### src/lin_uart_pkg.sv
// Behaviour
// - Bit rate never exceeds 625 kbps; the baud divisor is clamped.
// - Characters are 7 or 8 data bits, both directions.
// - Bit timing comes from a programmable 8-bit baud divisor.
// - Transmitter and receiver run independently, full duplex.
// - Bit order selectable: MSB first or LSB first.
// - Inversion flips only the transmit pin, never the receive path.
// - Transmit sync break lasts 13 to 20 bit times.
// - Break is hardware made; length from low control bits 4 to 2.
// - Receive low longer than 11 bit times sets the break flag.
// - Clock stopped: all state but the receive synchronizer frozen, transmit pin holds last level.
// - Enables synced to base clock; re-enable two base clocks after clearing.
// - Back-to-back characters get two extra base clocks before the start bit.
// - Receiver restarts bit timing at every detected start bit.
// - Transmit-complete pulse after every character and after every break.
// - Transmit status: buffer full in bit 1, shift busy in bit 0.
package lin_uart_pkg;
  localparam int ADDR_W = 3;
  localparam int DATA_W = 8;
  localparam int SYS_CLK_HZ = 40_000_000;
  localparam int MAX_BAUD_BPS = 625_000;
  localparam logic [7:0] MIN_DIV = 8'((SYS_CLK_HZ + 2 * MAX_BAUD_BPS - 1) / (2 * MAX_BAUD_BPS));

  localparam logic [2:0] OFS_MODE = 3'h0;
  localparam logic [2:0] OFS_LCTL = 3'h1;
  localparam logic [2:0] OFS_BAUD = 3'h2;
  localparam logic [2:0] OFS_CKSEL = 3'h3;
  localparam logic [2:0] OFS_TXB = 3'h4;
  localparam logic [2:0] OFS_TXST = 3'h5;
  localparam logic [2:0] OFS_RXB = 3'h6;
  localparam logic [2:0] OFS_RXST = 3'h7;

  localparam int POWER_BIT = 7;
  localparam int TXE_BIT = 6;
  localparam int RXE_BIT = 5;
  localparam int LEN8_BIT = 2;
  localparam int BRKREQ_BIT = 5;
  localparam int BRKLEN_LSB = 2;
  localparam int DIR_BIT = 1;
  localparam int INV_BIT = 0;
  localparam int FULL_BIT = 1;
  localparam int BUSY_BIT = 0;
  localparam int RDY_BIT = 0;
  localparam int BRK_BIT = 1;
  localparam int FERR_BIT = 2;
  localparam int OVR_BIT = 3;

  localparam logic [7:0] MODE_RST = 8'h04;
  localparam logic [7:0] LCTL_RST = 8'h00;
  localparam logic [7:0] BAUD_RST = 8'hff;
  localparam logic [2:0] CKSEL_RST = 3'h0;

  localparam logic [4:0] BRK_TX_MIN = 5'h0d;
  localparam logic [4:0] BRK_TX_MAX = 5'h14;
  localparam logic [3:0] BRK_RX_BITS = 4'hb;
  localparam logic [1:0] GAP_TICKS = 2'h2;
  localparam logic [4:0] LAST_BIT8 = 5'h07;
  localparam logic [4:0] LAST_BIT7 = 5'h06;

  typedef enum logic [5:0] {
    TX_IDLE = 6'h01,
    TX_START = 6'h02,
    TX_DATA = 6'h04,
    TX_STOP = 6'h08,
    TX_GAP = 6'h10,
    TX_BRK = 6'h20
  } tx_state_t;

  typedef enum logic [4:0] {
    RX_IDLE = 5'h01,
    RX_START = 5'h02,
    RX_DATA = 5'h04,
    RX_STOP = 5'h08,
    RX_WAIT = 5'h10
  } rx_state_t;
endpackage
### src/lin_baud_gen.sv
`timescale 1ns/100ps
module lin_baud_gen (
  input wire logic sys_clk,
  input wire logic rst_n,
  input wire logic tick_en,
  input wire logic restart,
  input wire logic [7:0] half_div,
  output logic half_tick,
  output logic phase
);
  logic [7:0] cnt_q;
  logic phase_q;

  // one half-bit every half_div base ticks
  assign half_tick = tick_en && !restart && (cnt_q == half_div - 8'h01);
  assign phase = phase_q;

  always_ff @(posedge sys_clk) begin
    if (!rst_n) begin
      cnt_q <= 8'h00;
      phase_q <= 1'b0;
    end else if (restart) begin
      cnt_q <= 8'h00;
      phase_q <= 1'b0;
    end else if (tick_en) begin
      if (half_tick) begin
        cnt_q <= 8'h00;
        phase_q <= ~phase_q;
      end else begin
        cnt_q <= cnt_q + 8'h01;
      end
    end
  end
endmodule // lin_baud_gen

### src/lin_capable_async_serial_port.sv
`timescale 1ns/100ps
module lin_capable_async_serial_port (
  input wire logic sys_clk,
  input wire logic rst_n,
  input wire logic unit_clock_run,
  input wire logic [lin_uart_pkg::ADDR_W-1:0] reg_addr,
  input wire logic [lin_uart_pkg::DATA_W-1:0] reg_wdata,
  input wire logic reg_wr,
  input wire logic reg_rd,
  output logic [lin_uart_pkg::DATA_W-1:0] reg_rdata,
  input wire logic serial_rx_pin,
  output logic serial_tx_pin,
  output logic transmit_complete_irq,
  output logic receive_complete
);
  import lin_uart_pkg::*;

  logic run;
  logic unit_power_gate_q;
  logic transmit_enable_bit_q;
  logic receive_enable_bit_q;
  logic len8_q;
  logic [2:0] brk_len_q;
  logic msb_first_q;
  logic tx_inv_q;
  logic [7:0] baud_div_q;
  logic [2:0] base_clock_select_reg_q;
  logic [7:0] pre_q;
  logic [7:0] pre_lim;
  logic base_tick;
  logic [7:0] div_eff;
  logic tx_on_q;
  logic rx_on_q;
  logic wr_mode;
  logic wr_lctl;
  logic wr_txb;
  logic wr_rxst;
  logic rd_rxb;

  tx_state_t tx_state_q;
  logic [7:0] transmit_shift_reg_q;
  logic [7:0] transmit_buffer_q;
  logic transmit_buffer_full_flag_q;
  logic transmit_shift_busy_flag;
  logic [4:0] tx_cnt_q;
  logic [1:0] gap_cnt_q;
  logic brk_req_q;
  logic irq_q;
  logic tx_line;
  logic tx_pin_q;
  logic start_char;
  logic start_brk;
  logic tx_restart;
  logic tx_load;
  logic tx_half;
  logic tx_phase;
  logic tx_bit;

  rx_state_t rx_state_q;
  logic rx_s;
  logic rx_prev_q;
  logic [7:0] rx_sh_q;
  logic [4:0] rx_cnt_q;
  logic [7:0] rx_data_q;
  logic [7:0] rx_word;
  logic rx_rdy_q;
  logic rx_ferr_q;
  logic rx_ovr_q;
  logic brk_flag_q;
  logic [3:0] low_cnt_q;
  logic done_q;
  logic rx_restart;
  logic rx_half;
  logic rx_phase;
  logic rx_sample;
  logic rx_got;
  logic rx_bad;
  logic brk_hit;

  function automatic logic [7:0] reorder(input logic [7:0] v, input logic l8, input logic msb);
    logic [7:0] r;
    r = 8'h00;
    for (int i = 0; i < 8; i++) r[i] = v[7-i];
    if (!msb) reorder = v;
    else if (l8) reorder = r;
    else reorder = {1'b0, r[7:1]};
  endfunction

  // with the unit clock stopped nothing below moves but the receive synchronizer
  assign run = unit_clock_run;
  assign wr_mode = reg_wr && (reg_addr == OFS_MODE);
  assign wr_lctl = reg_wr && (reg_addr == OFS_LCTL);
  assign wr_txb = reg_wr && (reg_addr == OFS_TXB);
  assign wr_rxst = reg_wr && (reg_addr == OFS_RXST);
  assign rd_rxb = reg_rd && (reg_addr == OFS_RXB);

  always_ff @(posedge sys_clk) begin
    if (!rst_n) begin
      unit_power_gate_q <= MODE_RST[POWER_BIT];
      transmit_enable_bit_q <= MODE_RST[TXE_BIT];
      receive_enable_bit_q <= MODE_RST[RXE_BIT];
      len8_q <= MODE_RST[LEN8_BIT];
      brk_len_q <= LCTL_RST[BRKLEN_LSB +: 3];
      msb_first_q <= LCTL_RST[DIR_BIT];
      tx_inv_q <= LCTL_RST[INV_BIT];
      baud_div_q <= BAUD_RST;
      base_clock_select_reg_q <= CKSEL_RST;
    end else if (run && reg_wr) begin
      if (wr_mode) begin
        unit_power_gate_q <= reg_wdata[POWER_BIT];
        transmit_enable_bit_q <= reg_wdata[TXE_BIT];
        receive_enable_bit_q <= reg_wdata[RXE_BIT];
        len8_q <= reg_wdata[LEN8_BIT];
      end
      if (wr_lctl) begin
        brk_len_q <= reg_wdata[BRKLEN_LSB +: 3];
        msb_first_q <= reg_wdata[DIR_BIT];
        tx_inv_q <= reg_wdata[INV_BIT];
      end
      if (reg_addr == OFS_BAUD) baud_div_q <= reg_wdata;
      if (reg_addr == OFS_CKSEL) base_clock_select_reg_q <= reg_wdata[2:0];
    end
  end

  // base clock: sys_clk divided by 2**select
  assign pre_lim = (8'h01 << base_clock_select_reg_q) - 8'h01;
  assign base_tick = run && unit_power_gate_q && (pre_q == pre_lim);

  always_ff @(posedge sys_clk) begin
    if (!rst_n) pre_q <= 8'h00;
    else if (run) pre_q <= (!unit_power_gate_q || base_tick) ? 8'h00 : pre_q + 8'h01;
  end

  assign div_eff = (baud_div_q < MIN_DIV) ? MIN_DIV : baud_div_q;

  // enables take effect only on a base clock edge
  always_ff @(posedge sys_clk) begin
    if (!rst_n) begin
      tx_on_q <= 1'b0;
      rx_on_q <= 1'b0;
    end else if (run) begin
      if (!unit_power_gate_q) begin
        tx_on_q <= 1'b0;
        rx_on_q <= 1'b0;
      end else if (base_tick) begin
        tx_on_q <= transmit_enable_bit_q;
        rx_on_q <= receive_enable_bit_q;
      end
    end
  end

  // separate timing for each direction
  lin_baud_gen u_tx_baud (
    .sys_clk(sys_clk),
    .rst_n(rst_n),
    .tick_en(base_tick),
    .restart(tx_restart),
    .half_div(div_eff),
    .half_tick(tx_half),
    .phase(tx_phase)
  );

  lin_baud_gen u_rx_baud (
    .sys_clk(sys_clk),
    .rst_n(rst_n),
    .tick_en(base_tick),
    .restart(rx_restart),
    .half_div(div_eff),
    .half_tick(rx_half),
    .phase(rx_phase)
  );

  assign tx_bit = tx_half && tx_phase;
  assign start_brk = (tx_state_q == TX_IDLE) && brk_req_q && !transmit_buffer_full_flag_q;
  assign start_char = ((tx_state_q == TX_IDLE) && transmit_buffer_full_flag_q)
    || ((tx_state_q == TX_GAP) && base_tick && (gap_cnt_q == GAP_TICKS - 2'h1));
  assign tx_restart = run && tx_on_q && (start_char || start_brk);
  assign tx_load = run && tx_on_q && start_char;
  assign transmit_shift_busy_flag = (tx_state_q != TX_IDLE);

  always_ff @(posedge sys_clk) begin
    if (!rst_n) begin
      tx_state_q <= TX_IDLE;
      transmit_shift_reg_q <= 8'h00;
      tx_cnt_q <= 5'h00;
      gap_cnt_q <= 2'h0;
      irq_q <= 1'b0;
    end else if (run) begin
      irq_q <= 1'b0;
      if (!tx_on_q) begin
        tx_state_q <= TX_IDLE;
      end else begin
        case (tx_state_q)
          TX_IDLE: begin
            if (start_brk) begin
              tx_state_q <= TX_BRK;
              tx_cnt_q <= BRK_TX_MIN + {2'h0, brk_len_q};
            end else if (start_char) begin
              tx_state_q <= TX_START;
              transmit_shift_reg_q <= reorder(transmit_buffer_q, len8_q, msb_first_q);
            end
          end
          TX_START: begin
            if (tx_bit) begin
              tx_state_q <= TX_DATA;
              tx_cnt_q <= len8_q ? LAST_BIT8 : LAST_BIT7;
            end
          end
          TX_DATA: begin
            if (tx_bit) begin
              transmit_shift_reg_q <= {1'b1, transmit_shift_reg_q[7:1]};
              tx_cnt_q <= tx_cnt_q - 5'h01;
              if (tx_cnt_q == 5'h00) tx_state_q <= TX_STOP;
            end
          end
          TX_STOP: begin
            if (tx_bit) begin
              irq_q <= 1'b1;
              if (transmit_buffer_full_flag_q) begin
                tx_state_q <= TX_GAP;
                gap_cnt_q <= 2'h0;
              end else begin
                tx_state_q <= TX_IDLE;
              end
            end
          end
          TX_GAP: begin
            if (start_char) begin
              tx_state_q <= TX_START;
              transmit_shift_reg_q <= reorder(transmit_buffer_q, len8_q, msb_first_q);
            end else if (base_tick) begin
              gap_cnt_q <= gap_cnt_q + 2'h1;
            end
          end
          TX_BRK: begin
            if (tx_bit) begin
              tx_cnt_q <= tx_cnt_q - 5'h01;
              if (tx_cnt_q == 5'h01) tx_state_q <= TX_STOP;
            end
          end
          default: tx_state_q <= TX_IDLE;
        endcase
      end
    end
  end

  // buffer write beats the hand-over clear in the same cycle
  always_ff @(posedge sys_clk) begin
    if (!rst_n) begin
      transmit_buffer_q <= 8'h00;
      transmit_buffer_full_flag_q <= 1'b0;
    end else if (run) begin
      if (!tx_on_q) begin
        transmit_buffer_full_flag_q <= 1'b0;
      end else if (wr_txb) begin
        transmit_buffer_q <= reg_wdata;
        transmit_buffer_full_flag_q <= 1'b1;
      end else if (tx_load) begin
        transmit_buffer_full_flag_q <= 1'b0;
      end
    end
  end

  always_ff @(posedge sys_clk) begin
    if (!rst_n) brk_req_q <= 1'b0;
    else if (run) begin
      if (!tx_on_q) brk_req_q <= 1'b0;
      else if (wr_lctl && reg_wdata[BRKREQ_BIT]) brk_req_q <= 1'b1;
      else if (start_brk) brk_req_q <= 1'b0;
    end
  end

  always_comb begin
    case (tx_state_q)
      TX_START: tx_line = 1'b0;
      TX_DATA: tx_line = transmit_shift_reg_q[0];
      TX_BRK: tx_line = 1'b0;
      default: tx_line = 1'b1;
    endcase
  end

  // pin flop holds its level while the clock is stopped
  always_ff @(posedge sys_clk) begin
    if (!rst_n) tx_pin_q <= 1'b1;
    else if (run) tx_pin_q <= tx_line ^ tx_inv_q;
  end

  assign serial_tx_pin = tx_pin_q;
  assign transmit_complete_irq = irq_q;

  // receive path, never inverted
  lin_sync2 u_rx_sync (
    .sys_clk(sys_clk),
    .rst_n(rst_n),
    .async_in(serial_rx_pin),
    .sync_out(rx_s)
  );

  always_ff @(posedge sys_clk) begin
    if (!rst_n) rx_prev_q <= 1'b1;
    else if (run) rx_prev_q <= rx_s;
  end

  assign rx_sample = rx_half && !rx_phase;
  assign rx_restart = run && rx_on_q && (rx_state_q == RX_IDLE) && rx_prev_q && !rx_s;
  assign rx_got = run && rx_on_q && (rx_state_q == RX_STOP) && rx_sample && rx_s;
  assign rx_bad = run && rx_on_q && (rx_state_q == RX_STOP) && rx_sample && !rx_s;
  assign brk_hit = run && rx_on_q && rx_sample && !rx_s && (low_cnt_q == BRK_RX_BITS);
  assign rx_word = len8_q ? rx_sh_q : {1'b0, rx_sh_q[7:1]};

  always_ff @(posedge sys_clk) begin
    if (!rst_n) begin
      rx_state_q <= RX_IDLE;
      rx_sh_q <= 8'h00;
      rx_cnt_q <= 5'h00;
    end else if (run) begin
      if (!rx_on_q) begin
        rx_state_q <= RX_IDLE;
      end else begin
        case (rx_state_q)
          RX_IDLE: if (rx_restart) rx_state_q <= RX_START;
          RX_START: begin
            if (rx_sample) begin
              rx_state_q <= rx_s ? RX_IDLE : RX_DATA;
              rx_cnt_q <= len8_q ? LAST_BIT8 : LAST_BIT7;
            end
          end
          RX_DATA: begin
            if (rx_sample) begin
              rx_sh_q <= {rx_s, rx_sh_q[7:1]};
              rx_cnt_q <= rx_cnt_q - 5'h01;
              if (rx_cnt_q == 5'h00) rx_state_q <= RX_STOP;
            end
          end
          RX_STOP: if (rx_sample) rx_state_q <= rx_s ? RX_IDLE : RX_WAIT;
          RX_WAIT: if (rx_s) rx_state_q <= RX_IDLE;
          default: rx_state_q <= RX_IDLE;
        endcase
      end
    end
  end

  always_ff @(posedge sys_clk) begin
    if (!rst_n) low_cnt_q <= 4'h0;
    else if (run) begin
      if (rx_s || !rx_on_q) low_cnt_q <= 4'h0;
      else if (rx_sample && (low_cnt_q != 4'hf)) low_cnt_q <= low_cnt_q + 4'h1;
    end
  end

  // flags: hardware set wins over software clear
  always_ff @(posedge sys_clk) begin
    if (!rst_n) begin
      rx_data_q <= 8'h00;
      rx_rdy_q <= 1'b0;
      rx_ferr_q <= 1'b0;
      rx_ovr_q <= 1'b0;
      brk_flag_q <= 1'b0;
      done_q <= 1'b0;
    end else if (run) begin
      done_q <= rx_got;
      if (rx_got) rx_data_q <= reorder(rx_word, len8_q, msb_first_q);
      if (!rx_on_q) begin
        rx_rdy_q <= 1'b0;
        rx_ferr_q <= 1'b0;
        rx_ovr_q <= 1'b0;
        brk_flag_q <= 1'b0;
      end else begin
        if (rx_got) rx_rdy_q <= 1'b1;
        else if (rd_rxb) rx_rdy_q <= 1'b0;
        if (rx_got && rx_rdy_q) rx_ovr_q <= 1'b1;
        else if (wr_rxst && reg_wdata[OVR_BIT]) rx_ovr_q <= 1'b0;
        if (rx_bad) rx_ferr_q <= 1'b1;
        else if (wr_rxst && reg_wdata[FERR_BIT]) rx_ferr_q <= 1'b0;
        if (brk_hit) brk_flag_q <= 1'b1;
        else if (wr_rxst && reg_wdata[BRK_BIT]) brk_flag_q <= 1'b0;
      end
    end
  end

  assign receive_complete = done_q;

  always_ff @(posedge sys_clk) begin
    if (!rst_n) reg_rdata <= 8'h00;
    else if (run) begin
      reg_rdata <= 8'h00;
      if (reg_rd) begin
        case (reg_addr)
          OFS_MODE: reg_rdata <= {unit_power_gate_q, transmit_enable_bit_q, receive_enable_bit_q, 2'h0, len8_q, 2'h0};
          OFS_LCTL: reg_rdata <= {2'h0, brk_req_q, brk_len_q, msb_first_q, tx_inv_q};
          OFS_BAUD: reg_rdata <= baud_div_q;
          OFS_CKSEL: reg_rdata <= {5'h00, base_clock_select_reg_q};
          OFS_TXB: reg_rdata <= transmit_buffer_q;
          OFS_TXST: reg_rdata <= {6'h00, transmit_buffer_full_flag_q, transmit_shift_busy_flag};
          OFS_RXB: reg_rdata <= rx_data_q;
          OFS_RXST: reg_rdata <= {4'h0, rx_ovr_q, rx_ferr_q, brk_flag_q, rx_rdy_q};
          default: reg_rdata <= 8'h00;
        endcase
      end
    end
  end
endmodule // lin_capable_async_serial_port

### src/lin_sync2.sv
`timescale 1ns/100ps
module lin_sync2 (
  input wire logic sys_clk,
  input wire logic rst_n,
  input wire logic async_in,
  output logic sync_out
);
  logic meta_q;
  logic stable_q;

  // idle line level is high
  always_ff @(posedge sys_clk) begin
    if (!rst_n) begin
      meta_q <= 1'b1;
      stable_q <= 1'b1;
    end else begin
      meta_q <= async_in;
      stable_q <= meta_q;
    end
  end

  assign sync_out = stable_q;
endmodule // lin_sync2

### config.mk
export PLATFORM = sky130hd
export DESIGN_NAME = lin_capable_async_serial_port
export DESIGN_NICKNAME = d
export VERILOG_FILES = /design/src/lin_uart_pkg.sv /design/src/lin_baud_gen.sv /design/src/lin_capable_async_serial_port.sv /design/src/lin_sync2.sv
export SDC_FILE = /design/constraint.sdc
export NUM_CORES = 1
export LEC_CHECK = 0
export BUFFER_PORTS_ARGS = -buffer_cell sky130_fd_sc_hd__buf_2
export CAP_MARGIN = 20
export CORE_ASPECT_RATIO = 1.2
export CORE_MARGIN = 2
export CORE_UTILIZATION = 50
export CTS_CLUSTER_SIZE = 14
export DETAILED_ROUTE_END_ITERATION = 16
export GPL_TIMING_DRIVEN = 0
export PLACE_DENSITY_LB_ADDON = 0.05
export SLEW_MARGIN = 20
export SYNTH_ARGS = -nofsm -noshare
export SYNTH_HDL_FRONTEND = slang
export SYNTH_SLANG_ARGS = --single-unit
export TNS_END_PERCENT = 10
### constraint.sdc
create_clock -name sys_clk -period 7.08 [get_ports sys_clk]
set_input_delay 0 -clock sys_clk [delete_from_list [all_inputs] [get_ports sys_clk]]
set_output_delay 0 -clock sys_clk [all_outputs]
set_load 0.01 [all_outputs]
## Yosys cells after proc, flatten, opt, wreduce, memory -nomap -nowiden

Cells that the tools add are included.

| storage, ports and cells | value |
|---|---|
| register bits | 127 |
| logic and storage cells | 273 |

| cells by class | value |
|---|---|
| $add $sub $neg | 10 |
| eq/ne operators | 56 |
| bitwise operators | 4 |
| reductions and logical operators | 85 |
| order comparisons | 1 |
| shifts and indexed selects | 1 |
| multiplexer cells | 77 |

Operators with widths:

| kind | count |
|---|---|
| $mux 8 | 13 |
| $mux 5 | 14 |
| $pmux 8 s8 | 1 |
| $mux 6 | 9 |
| $logic_and 1x1->1 | 39 |
| $pmux 6 s6 | 1 |
| $ne 3x3->1 const B | 10 |
| $reduce_and 2->1 | 15 |
| $mux 1 | 26 |
| $pmux 5 s5 | 1 |
| $add 8x1->8 const B | 3 |
| $eq 8x8->1 | 3 |
| $pmux 8 s3 | 1 |
| $reduce_and 7->1 | 3 |
| $ne 2x2->1 const B | 10 |
| $ne 3x1->1 const B | 6 |
| $sub 8x1->8 const B | 2 |
| $pmux 5 s3 | 1 |
| $eq 3x3->1 const B | 4 |
| $eq 5x1->1 const B | 2 |
| $logic_not 5->1 | 2 |
| $pmux 5 s2 | 1 |
| $reduce_and 5->1 | 2 |
| $sub 5x1->5 const B | 2 |
| 39 further kinds | 63 |

## Logic depth before layout (Yosys ltp)

Gate-level depths: netlist of run 1.

| logic depth | value |
|---|---|
| depth after elaboration | 16 |
| depth in mapped cells | 14 |

## Cells and area by module

Synthesis of run 1 repeated with hierarchy kept, for this count alone.

| unflattened totals | value |
|---|---|
| cells, all modules | 951 |
| area, all modules | 7,454.6 um^2 |

Modules (own cells, without submodules):

| module | times used | cells each | area each (um^2) | sequential area each (um^2) |
|---|---|---|---|---|
| lin_capable_async_serial_port | 1 | 777 | 6,015.8 | 2,142.1 |
| lin_baud_gen | 2 | 85 | 693.2 | 180.2 |
| lin_sync2 | 1 | 4 | 52.6 | 40.0 |

## Worst setup path before layout of run 1

OpenSTA, ideal clock, no wires.

| timing path | value |
|---|---|
| path type | register to register |
| start point | reg baud_div_q[7] |
| end point | reg rx_cnt_q[2] |
| slack | 3.517 ns |
| library setup time | 0.119 ns |
| stages on the path, launching flop included | 13 |
| period minus slack after synthesis | 3.563 ns |
| arrival time | 3.444 ns |
| path buffers | 4 |
| cells stage by stage | dfxtp_1 buf_2 or3_1 clkbuf_1 nand2_1 ha_1 clkbuf_1 nor4bb_1 a21boi_1 a211o_1 or4_1 buf_2 o221a_1 |

| on the way | value |
|---|---|
| cells in the longest elaborated chain, start to end | 8 |

RTL lines:

| element | line | source |
|---|---|---|
| start: declaration | lin_capable_async_serial_port.sv:26 | `logic [7:0] baud_div_q;` |
| start signal: assignment | lin_capable_async_serial_port.sv:120 | `if (reg_addr == OFS_BAUD) baud_div_q <= reg_wdata;` |
| $lt 8x6->1 | lin_capable_async_serial_port.sv:134 | `assign div_eff = (baud_div_q < MIN_DIV) ? MIN_DIV : baud_div_q;` |
| $mux 8 * | lin_capable_async_serial_port.sv:134 |  |
| $sub 8x1->8 * | lin_baud_gen.sv:15 | `assign half_tick = tick_en && !restart && (cnt_q == half_div - 8'h01);` |
| $eq 8x8->1 * | lin_baud_gen.sv:15 |  |
| $logic_and 1x1->1 * | lin_baud_gen.sv:15 |  |
| $logic_and 1x1->1 * | lin_capable_async_serial_port.sv:304 | `assign rx_sample = rx_half && !rx_phase;` |
| $ne 2x2->1 (no source line) | -- |  |
| $reduce_and 5->1 (no source line) * | -- |  |
| end signal: assignment | lin_capable_async_serial_port.sv:325 | `rx_cnt_q <= len8_q ? LAST_BIT8 : LAST_BIT7;` |
| end signal: assignment | lin_capable_async_serial_port.sv:331 | `rx_cnt_q <= rx_cnt_q - 5'h01;` |
| end: declaration | lin_capable_async_serial_port.sv:63 | `logic [4:0] rx_cnt_q;` |

Every way passes the cells marked *; elsewhere a longest branch is shown, timed or not.
A chain may end at the register's enable or synchronous reset.

## Worst setup path in the final report of run 1

| timing path | value |
|---|---|
| start point | reg baud_div_q[7] |
| end point | reg rx_sh_q[7] |

| on the way | value |
|---|---|
| cells in the longest elaborated chain, start to end | 7 |

RTL lines:

| element | line | source |
|---|---|---|
| $lt 8x6->1 | lin_capable_async_serial_port.sv:134 |  |
| $mux 8 * | lin_capable_async_serial_port.sv:134 |  |
| $sub 8x1->8 * | lin_baud_gen.sv:15 |  |
| $eq 8x8->1 * | lin_baud_gen.sv:15 |  |
| $logic_and 1x1->1 * | lin_baud_gen.sv:15 |  |
| $logic_and 1x1->1 * | lin_capable_async_serial_port.sv:304 |  |
| $reduce_and 4->1 (no source line) * | -- |  |
| end signal: assignment | lin_capable_async_serial_port.sv:330 | `rx_sh_q <= {rx_s, rx_sh_q[7:1]};` |
| end: declaration | lin_capable_async_serial_port.sv:62 | `logic [7:0] rx_sh_q;` |

Marked as above.

==> flow_summary.toml, run 1 <==
[outcome]
outcome = "completed"

[final_layout]
final_cell_mix = "nand2_1 (127), dfxtp_1 (127), nor2_1 (81)"
final_util_pct = 58.0
n_antenna_cell = 0
syn2layout_area_growth_pct = 14.8
final_nets = 1015
finalInstanceArea_um2 = 8610
drive_gt1_share_pct = 9.41

[grt]
grt_first_pass_wirelength_um = 37500
grt_max_degree = 17
antenna_found_initial = 0
grt_usage_pct = 30.4
grt_pass1_vias = 6836
grt_remaining_overflow = 0

[placement]
gp_congestion = 0.921
dp_hpwl_um = 17600
numPortBuffers = 25
pre_cts_ws_ps = 2900
placed_cell_area_um2 = 7880

[timing]
fin_worst_skew_ps = 6.69
max_freq_mhz = 235
drv_slew = 0
setup_viol_count_final = 0
finalCritPeriodShare_pct = 60.0
hold_viol = 0
maxSlewHeadroom_pct = 31.4
fin_setup_tns_ps = 0
post-route-min-period_ps = 4250
setup_slack_ps = 2830
rsz0062_at_grt = "false"
worstMarginPinSlew_ps = 1030

[synth]
muxShareOfSynthArea_pct = 8.85
synth_warnings = 0
syn-num-nets = 961
avgSynthCellArea_um2 = 8.04
synth_adder_area_share_pct = 2.00
syn_inst = 932
synth_simple_gate_area_share_pct = 27.2
yosysSeqAreaShare_pct = 33.9
synth-edff-count = 0
synth.distinct_cells = 87
synth_compound_area_share_pct = 19.5
ys.flop_type = "dfxtp_1"
netlist_area_um2 = 7500
yosys.area.top_type = "dfxtp_1"
ys_seq_elements = 127
synth-xor-area-share_pct = 4.09
synth_top_family_by_area = "simple AND/OR/NAND/NOR gates"
async_flop_share_pct = 0
synth.top_cell.area_share_pct = 33.9
yosys-top-cells-area = "dfxtp_1 (34%), mux2i_1 (7.3%), nand2_1 (6.4%), nor2_1 (4.1%), a21oi_1 (3.5%)"

[pwr]
max-vdd-ir-drop_uv = 161
leakage_nw = 3.22
p_per_area_nw_per_um2 = 206

[floorplanning]
die_h_um = 138
dieArea_um2 = 16000
coreArea_um2 = 14800
num_io_pins = 28
start_util_pct = 50.5
fp.dieW_um = 116
num_rows = 49

[cts]
cts_resized = 0
clk_transition_reported_paths_ps = 60
tritoncts = "done"
numClockSinks = 127
h-tree-depth = 4
clock_path_buffers = 2
cts_buffers = 17
root_buffer = "clkbuf_16"
cts_hold_buf = 10
postCtsSetupBuffers = 0
clock_latency_ps = 440

[routing]
via_per_inst = 6.15
drc = 0
drt_iter0_drc = 658
drt_wl_total_um = 24100
drt_first_pass_iters = 6
wl_per_cell_um = 20.0
vias = 7396
ant_nets = 0

[min_path]
hp-class = "in -> reg"

[worst_setup_path]
cp-end-kind = "flop"
worstSetupStartpointType = "flop"
worstSetupPathType = "reg -> reg"
required_ps = 7390
crit_path_max_fanout = 10
crit_arrival_ps = 4570

[job]
cap_violations = 0
## power by group
group          switching [mW]  internal [mW]
sequential            0.00296          0.719
combinational          0.0668         0.0277
clock                   0.359          0.595
total                   0.429           1.34
## final timing paths
| path | from | end | slack [ps] | cells after the start |
|---|---|---|---|---|
| worst max-delay path | baud_div_q[7] | rx_sh_q[7] | 2830 | 12 |
| worst min-delay path | reg_wr | rx_ovr_q | 100 | 6 |
| worst max register to register | baud_div_q[7] | rx_sh_q[7] | 2830 | 12 |
| worst min register to register | u_rx_sync.meta_q | u_rx_sync.sync_out | 410 | 1 |
## registers in the layout, summed over array words and instances, names as in the netlist, 6 cells and up
| signal | cells |
|---|---|
| baud_div_q | 8 |
| pre_q | 8 |
| reg_rdata | 8 |
| rx_data_q | 8 |
| rx_sh_q | 8 |
| transmit_buffer_q | 8 |
| transmit_shift_reg_q | 8 |
| tx_state_q | 6 |
| u_rx_baud.cnt_q | 8 |
| u_tx_baud.cnt_q | 8 |
## stage by stage
step	hold slack [ps]	power, mW	instances
floorplan	101	0.788	932
global placement	182	0.825	1161
detailed placement	191	0.825	1161
CTS	80.0	1.77	1203
global route	158	1.81	1203
finish	102	1.77	1203
## metal layers
layer | up-vias | share of wire (%) | wire [um] | GRT usage (%)
li1 | 3518 | - | - | -
met1 | 3556 | 43 | 10300 | 39.2
met2 | 269 | 49 | 11700 | 50.0
met3 | 53 | 6.1 | 1480 | 6.05
met4 | 0 | 2.5 | 601 | 11.0
met5 | - | 0 | 0 | 0
## logic make-up (layout without fill, tap and decap cells)
logic type,after synthesis,in the layout
AO/OA/AOI/OAI,209,209
flip-flops,127,127
buffers and inverters,83,150
XOR/XNOR,35,35
multiplexers,63,63
adder cells (fa/ha/maj),12,12
AND/OR/NAND/NOR,403,403
## synth_stat cells, drive strengths merged (10+ instances only)
library cell    n
nor4           19
clkbuf         49
nor3           18
nand2         128
nand3b         11
xnor2          19
buf            11
xor2           16
ha             12
nor2           81
mux2i          55
a31oi          10
inv            22
a21oi          52
o211ai         20
nand4          19
nand2b         10
nor2b          10
o21ai          46
dfxtp         127
nand3          50
and3           13
## worst max-delay path: stages, from the launching register on
cell	delay (ps)
dfxtp_1	300
buf_2	190
or3_1	440
clkbuf_1	270
nand2_1	140
ha_1	160
clkbuf_1	370
nor4bb_1	510
a21boi_1	190
a211o_1	490
nor4_2	580
nand2_2	300
mux2i_1	180
## layout make-up
type	count	area [um2]
Fill cell	1456	6230
Multi-Input combinational cell	722	4620
Sequential cell	127	2540
Clock buffer	18	429
Tap cell	204	255
Buffer	60	246
Timing Repair Buffer	35	225
Clock inverter	14	203
Inverter	23	86.3
No activity file was read; power rests on OpenSTA's default activity.
==> run 2: changes to the inputs <==
Clock period 7.08 ns to 4.4 ns, I/O delays scaled along.
==> flow_summary.toml, run 2 (synthesis results as in run 1) <==
[placement]
numPortBuffers = 25
place_inst = 1161
pre_cts_ws_ps = 222
gp_congestion = 0.921
dp_hpwl_um = 17600
placed_cell_area_um2 = 7880

[routing]
drt_first_pass_iters = 8
dr_wl_met3_um = 1440
vias = 7434
drt_iter0_drc = 691
via_per_inst = 6.18
wl_per_cell_um = 20.1
top_layer = "met4"
routed-wl-met2_um = 11700
drt_wl_total_um = 24200
drc = 0
ant_nets = 0
wl_met1_um = 10400

[final_layout]
final_util_pct = 58.2
final_cell_mix = "nand2_1 (127), dfxtp_1 (127), nor2_1 (81)"
syn2layout_area_growth_pct = 15.1
drive_gt1_share_pct = 9.61
final_nets = 1015
n_antenna_cell = 0
fin_cells = 1203
finalInstanceArea_um2 = 8630

[timing]
setup_viol_count_final = 0
post-route-min-period_ps = 4180
max_freq_mhz = 239
fin_setup_tns_ps = 0
fin_worst_skew_ps = 6.58
worstMarginPinSlew_ps = 938
rsz0062_at_grt = "true"
finalCritPeriodShare_pct = 94.9
hold_viol = 0
hold_ws_ps = 110
maxSlewHeadroom_pct = 37.4
setup_slack_ps = 224
drv_slew = 0

[worst_setup_path]
endpoint = "rx_rdy_q"
reg2reg_depth = 13
ff2ff_setup_slack_ps = 220
crit_arrival_ps = 4530
crit_path_max_fanout = 10
crit_start = "baud_div_q[7]"
cp-end-kind = "flop"
r2r_end = "rx_rdy_q"
required_ps = 4760
worstSetupStartpointType = "flop"
r2r-start = "baud_div_q[7]"
worstSetupPathType = "reg -> reg"

[pwr]
p_per_area_nw_per_um2 = 330
max-vdd-ir-drop_uv = 260
p_total_mw = 2.85
leakage_nw = 3.24

[floorplanning]
fp.dieW_um = 116
num_rows = 49
die_h_um = 138
num_io_pins = 28
start_util_pct = 50.5
dieArea_um2 = 16000
coreArea_um2 = 14800

[grt]
antenna_found_initial = 0
grt_pass1_vias = 6836
grt_remaining_overflow = 0
grt_first_pass_wirelength_um = 37500
grt_usage_pct = 30.4
grt_max_degree = 17

[cts]
tritoncts = "done"
root_buffer = "clkbuf_16"
clock_latency_ps = 440
clock_path_buffers = 2
h-tree-depth = 4
postCtsSetupBuffers = 0
cts_buffers = 17
numClockSinks = 127
clk_transition_reported_paths_ps = 60

[job]
cap_violations = 0

[outcome]
outcome = "completed"

[min_path]
hp-class = "in -> reg"
run 2: report_power, final:
part / switching [mW] / internal [mW]
combinational: 0.108 / 0.0446
clock: 0.578 / 0.957
sequential: 0.00472 / 1.16
total: 0.691 / 2.16
run 2: how the worst min path moves through the flow:
stage	from	to	slack, ps	cells after the start
2_1_floorplan	serial_rx_pin	u_rx_sync.meta_q	100	1
3_3_place_gp	serial_rx_pin	u_rx_sync.meta_q	180	2
3_5_place_dp	serial_rx_pin	u_rx_sync.meta_q	190	2
4_1_cts	reg_wr	rx_ovr_q	80	6
5_1_grt	reg_wr	rx_ovr_q	160	6
6_report	rst_n	rx_cnt_q[3]	110	5
run 2: critical path: stages, from the launching register on:
cell      delay (ps)
dfxtp_1          300
buf_2            190
or3_1            440
clkbuf_1         260
nand2_1          130
ha_1             160
clkbuf_1         360
nor4bb_2         450
a21boi_1         170
a211o_1          510
nor4_4           500
buf_2            310
nand2_1          130
a21oi_1          170
run 2: area by class of cell:
type / count / area, um2
fillers: 1452 / 6210
multi-input cells: 722 / 4640
flip-flops and latches: 127 / 2540
clock buffers: 18 / 429
well taps: 204 / 255
plain buffers: 60 / 246
repair buffers: 35 / 225
clock inverters: 14 / 203
inverters: 23 / 86.3
run 2: per-layer routing:
metal	global-route usage, %	up-vias
met4	11.0	0
met1	39.2	3580
li1	-	3524
met3	6.05	56
met2	50.0	274
met5	0	-
run 2: repair_timing:
item | in CTS | in global routing
hold buffers | 10 | 0
resized for setup | 0 | 3
hold endpoints to repair | 32 | 0
endpoints found under the setup margin | 0 | 35
==> run 3: changes to the inputs <==
Settings changed: CELL_PAD_IN_SITES_DETAIL_PLACEMENT set to 0, CELL_PAD_IN_SITES_GLOBAL_PLACEMENT set to 1, CORE_UTILIZATION 50 to 47.
==> flow_summary.toml, run 3 (synthesis results as in run 1) <==
[timing]
setup_viol_count_final = 0
max_freq_mhz = 249
hold_ws_ps = 85.2
finalCritPeriodShare_pct = 91.3
post-route-min-period_ps = 4020
rsz0062_at_grt = "false"
maxSlewHeadroom_pct = 32.7
fin_worst_skew_ps = 14.1
hold_viol = 0
worstMarginPinSlew_ps = 1010
fin_setup_tns_ps = 0
drv_slew = 0
setup_slack_ps = 385

[pwr]
p_per_area_nw_per_um2 = 318
leakage_nw = 3.24
max-vdd-ir-drop_uv = 231

[worst_setup_path]
crit_buf_inv = 2
worstSetupStartpointType = "flop"
cp_top_family = "simple AND/OR/NAND/NOR gates"
slowest_stage = "or4b_4"
crit_path_max_fanout = 10
slowest_delay_ps = 520
cp-end-kind = "flop"
required_ps = 4680
crit_arrival_ps = 4300
path_cells = "buf_2 > or3_1 > clkbuf_1 > nand2_1 > ha_1 > xor2_1 > o311ai_0 > or4b_4 > nor4_4 > nand4_1 > nand3_1 > a31oi_1"
worstSetupPathType = "reg -> reg"

[cts]
h-tree-depth = 4
clock_path_buffers = 2
tritoncts = "done"
cts_buffers = 17
clock_latency_ps = 430
numClockSinks = 127
root_buffer = "clkbuf_16"
clk_transition_reported_paths_ps = 60

[grt]
grt_usage_pct = 30.2
grt_pass1_vias = 7291
antenna_found_initial = 0
grt_remaining_overflow = 0
grt_first_pass_wirelength_um = 39900
grt_max_degree = 17

[job]
cap_violations = 0

[routing]
vias = 7394
drt_first_pass_iters = 7
drc = 0
wl_per_cell_um = 20.7
drt_iter0_drc = 685
wl_met1_um = 11000
via_per_inst = 6.12
top_layer = "met4"
dr_wl_met3_um = 1050
ant_nets = 0
routed-wl-met2_um = 12300
drt_wl_total_um = 25100

[floorplanning]
die_h_um = 142
num_io_pins = 28
start_util_pct = 48.1
fp.dieW_um = 119
num_rows = 50
coreArea_um2 = 15600
dieArea_um2 = 17000

[placement]
placed_cell_area_um2 = 7880
pre_cts_ws_ps = 46.2
numPortBuffers = 25
dp_hpwl_um = 18900
gp_congestion = 0.957

[final_layout]
final_nets = 1018
final_util_pct = 55.3
n_antenna_cell = 0
syn2layout_area_growth_pct = 15.0
drive_gt1_share_pct = 9.69
final_cell_mix = "nand2_1 (127), dfxtp_1 (127), nor2_1 (81)"
finalInstanceArea_um2 = 8620

[outcome]
outcome = "completed"

[min_path]
hp-class = "in -> reg"
==> run 3: cell types whose count changed in the layout (fill, tap and decap cells not counted), moves of 2 or more <==
cell	change
bufinv_16	-2
clkbuf_8	+4
inv_6	-4
buf_4	+3
==> run 3: worst paths after layout <==
kind	from	endpoint	slack (ps)	cells past startpoint
worst min register to register	u_rx_sync.meta_q	u_rx_sync.sync_out	420	1
worst max register to register	baud_div_q[7]	transmit_shift_reg_q[4]	380	12
worst min-delay path	reg_wr	rx_ovr_q	90	6
worst max-delay path	baud_div_q[7]	transmit_shift_reg_q[4]	380	12
==> run 3: repair_timing <==
item                                   4_1_cts  5_1_grt
setup endpoints to repair                    0       42
hold buffers                                10        0
buffers inserted                             0        3
endpoints found under the hold margin       32        0
resized for setup                            0        5
==> run 3: layout make-up <==
type,count,area (um2)
Fill cell,1481,6960
Clock buffer,24,492
Multi-Input combinational cell,722,4640
Tap cell,208,260
Clock inverter,7,101
Inverter,23,86.3
Sequential cell,127,2540
Buffer,60,248
Timing Repair Buffer,38,248
==> run 3: worst register-to-register path, stage by stage (launching register included) <==
cell      delay, ps
dfxtp_1         310
buf_2           250
or3_1           220
clkbuf_1        400
nand2_1         120
ha_1            360
xor2_1          270
o311ai_0        200
or4b_4          520
nor4_4          400
nand4_1         480
nand3_1         260
a31oi_1         100
==> run 3: through the flow <==
step           power [mW]  cells
3_5_place_dp         1.33   1165
2_1_floorplan        1.27    932
5_1_grt              2.81   1209
6_report             2.74   1209
3_3_place_gp         1.33   1165
4_1_cts              2.75   1206
==> run 3: power by group <==
| group | leakage [nW] | total (mW) | internal (mW) | switching, mW |
|---|---|---|---|---|
| combinational | 1.93 | 0.153 | 0.0446 | 0.108 |
| sequential | 1.02 | 1.16 | 1.16 | 0.00495 |
| clock | 0.283 | 1.42 | 0.894 | 0.529 |
==> run 3: layer usage <==
metal | vias to the layer above | track usage, %
met5 | - | 0
met4 | 0 | 11.8
met3 | 50 | 5.17
met2 | 220 | 52.4
met1 | 3581 | 37.3
li1 | 3543 | -
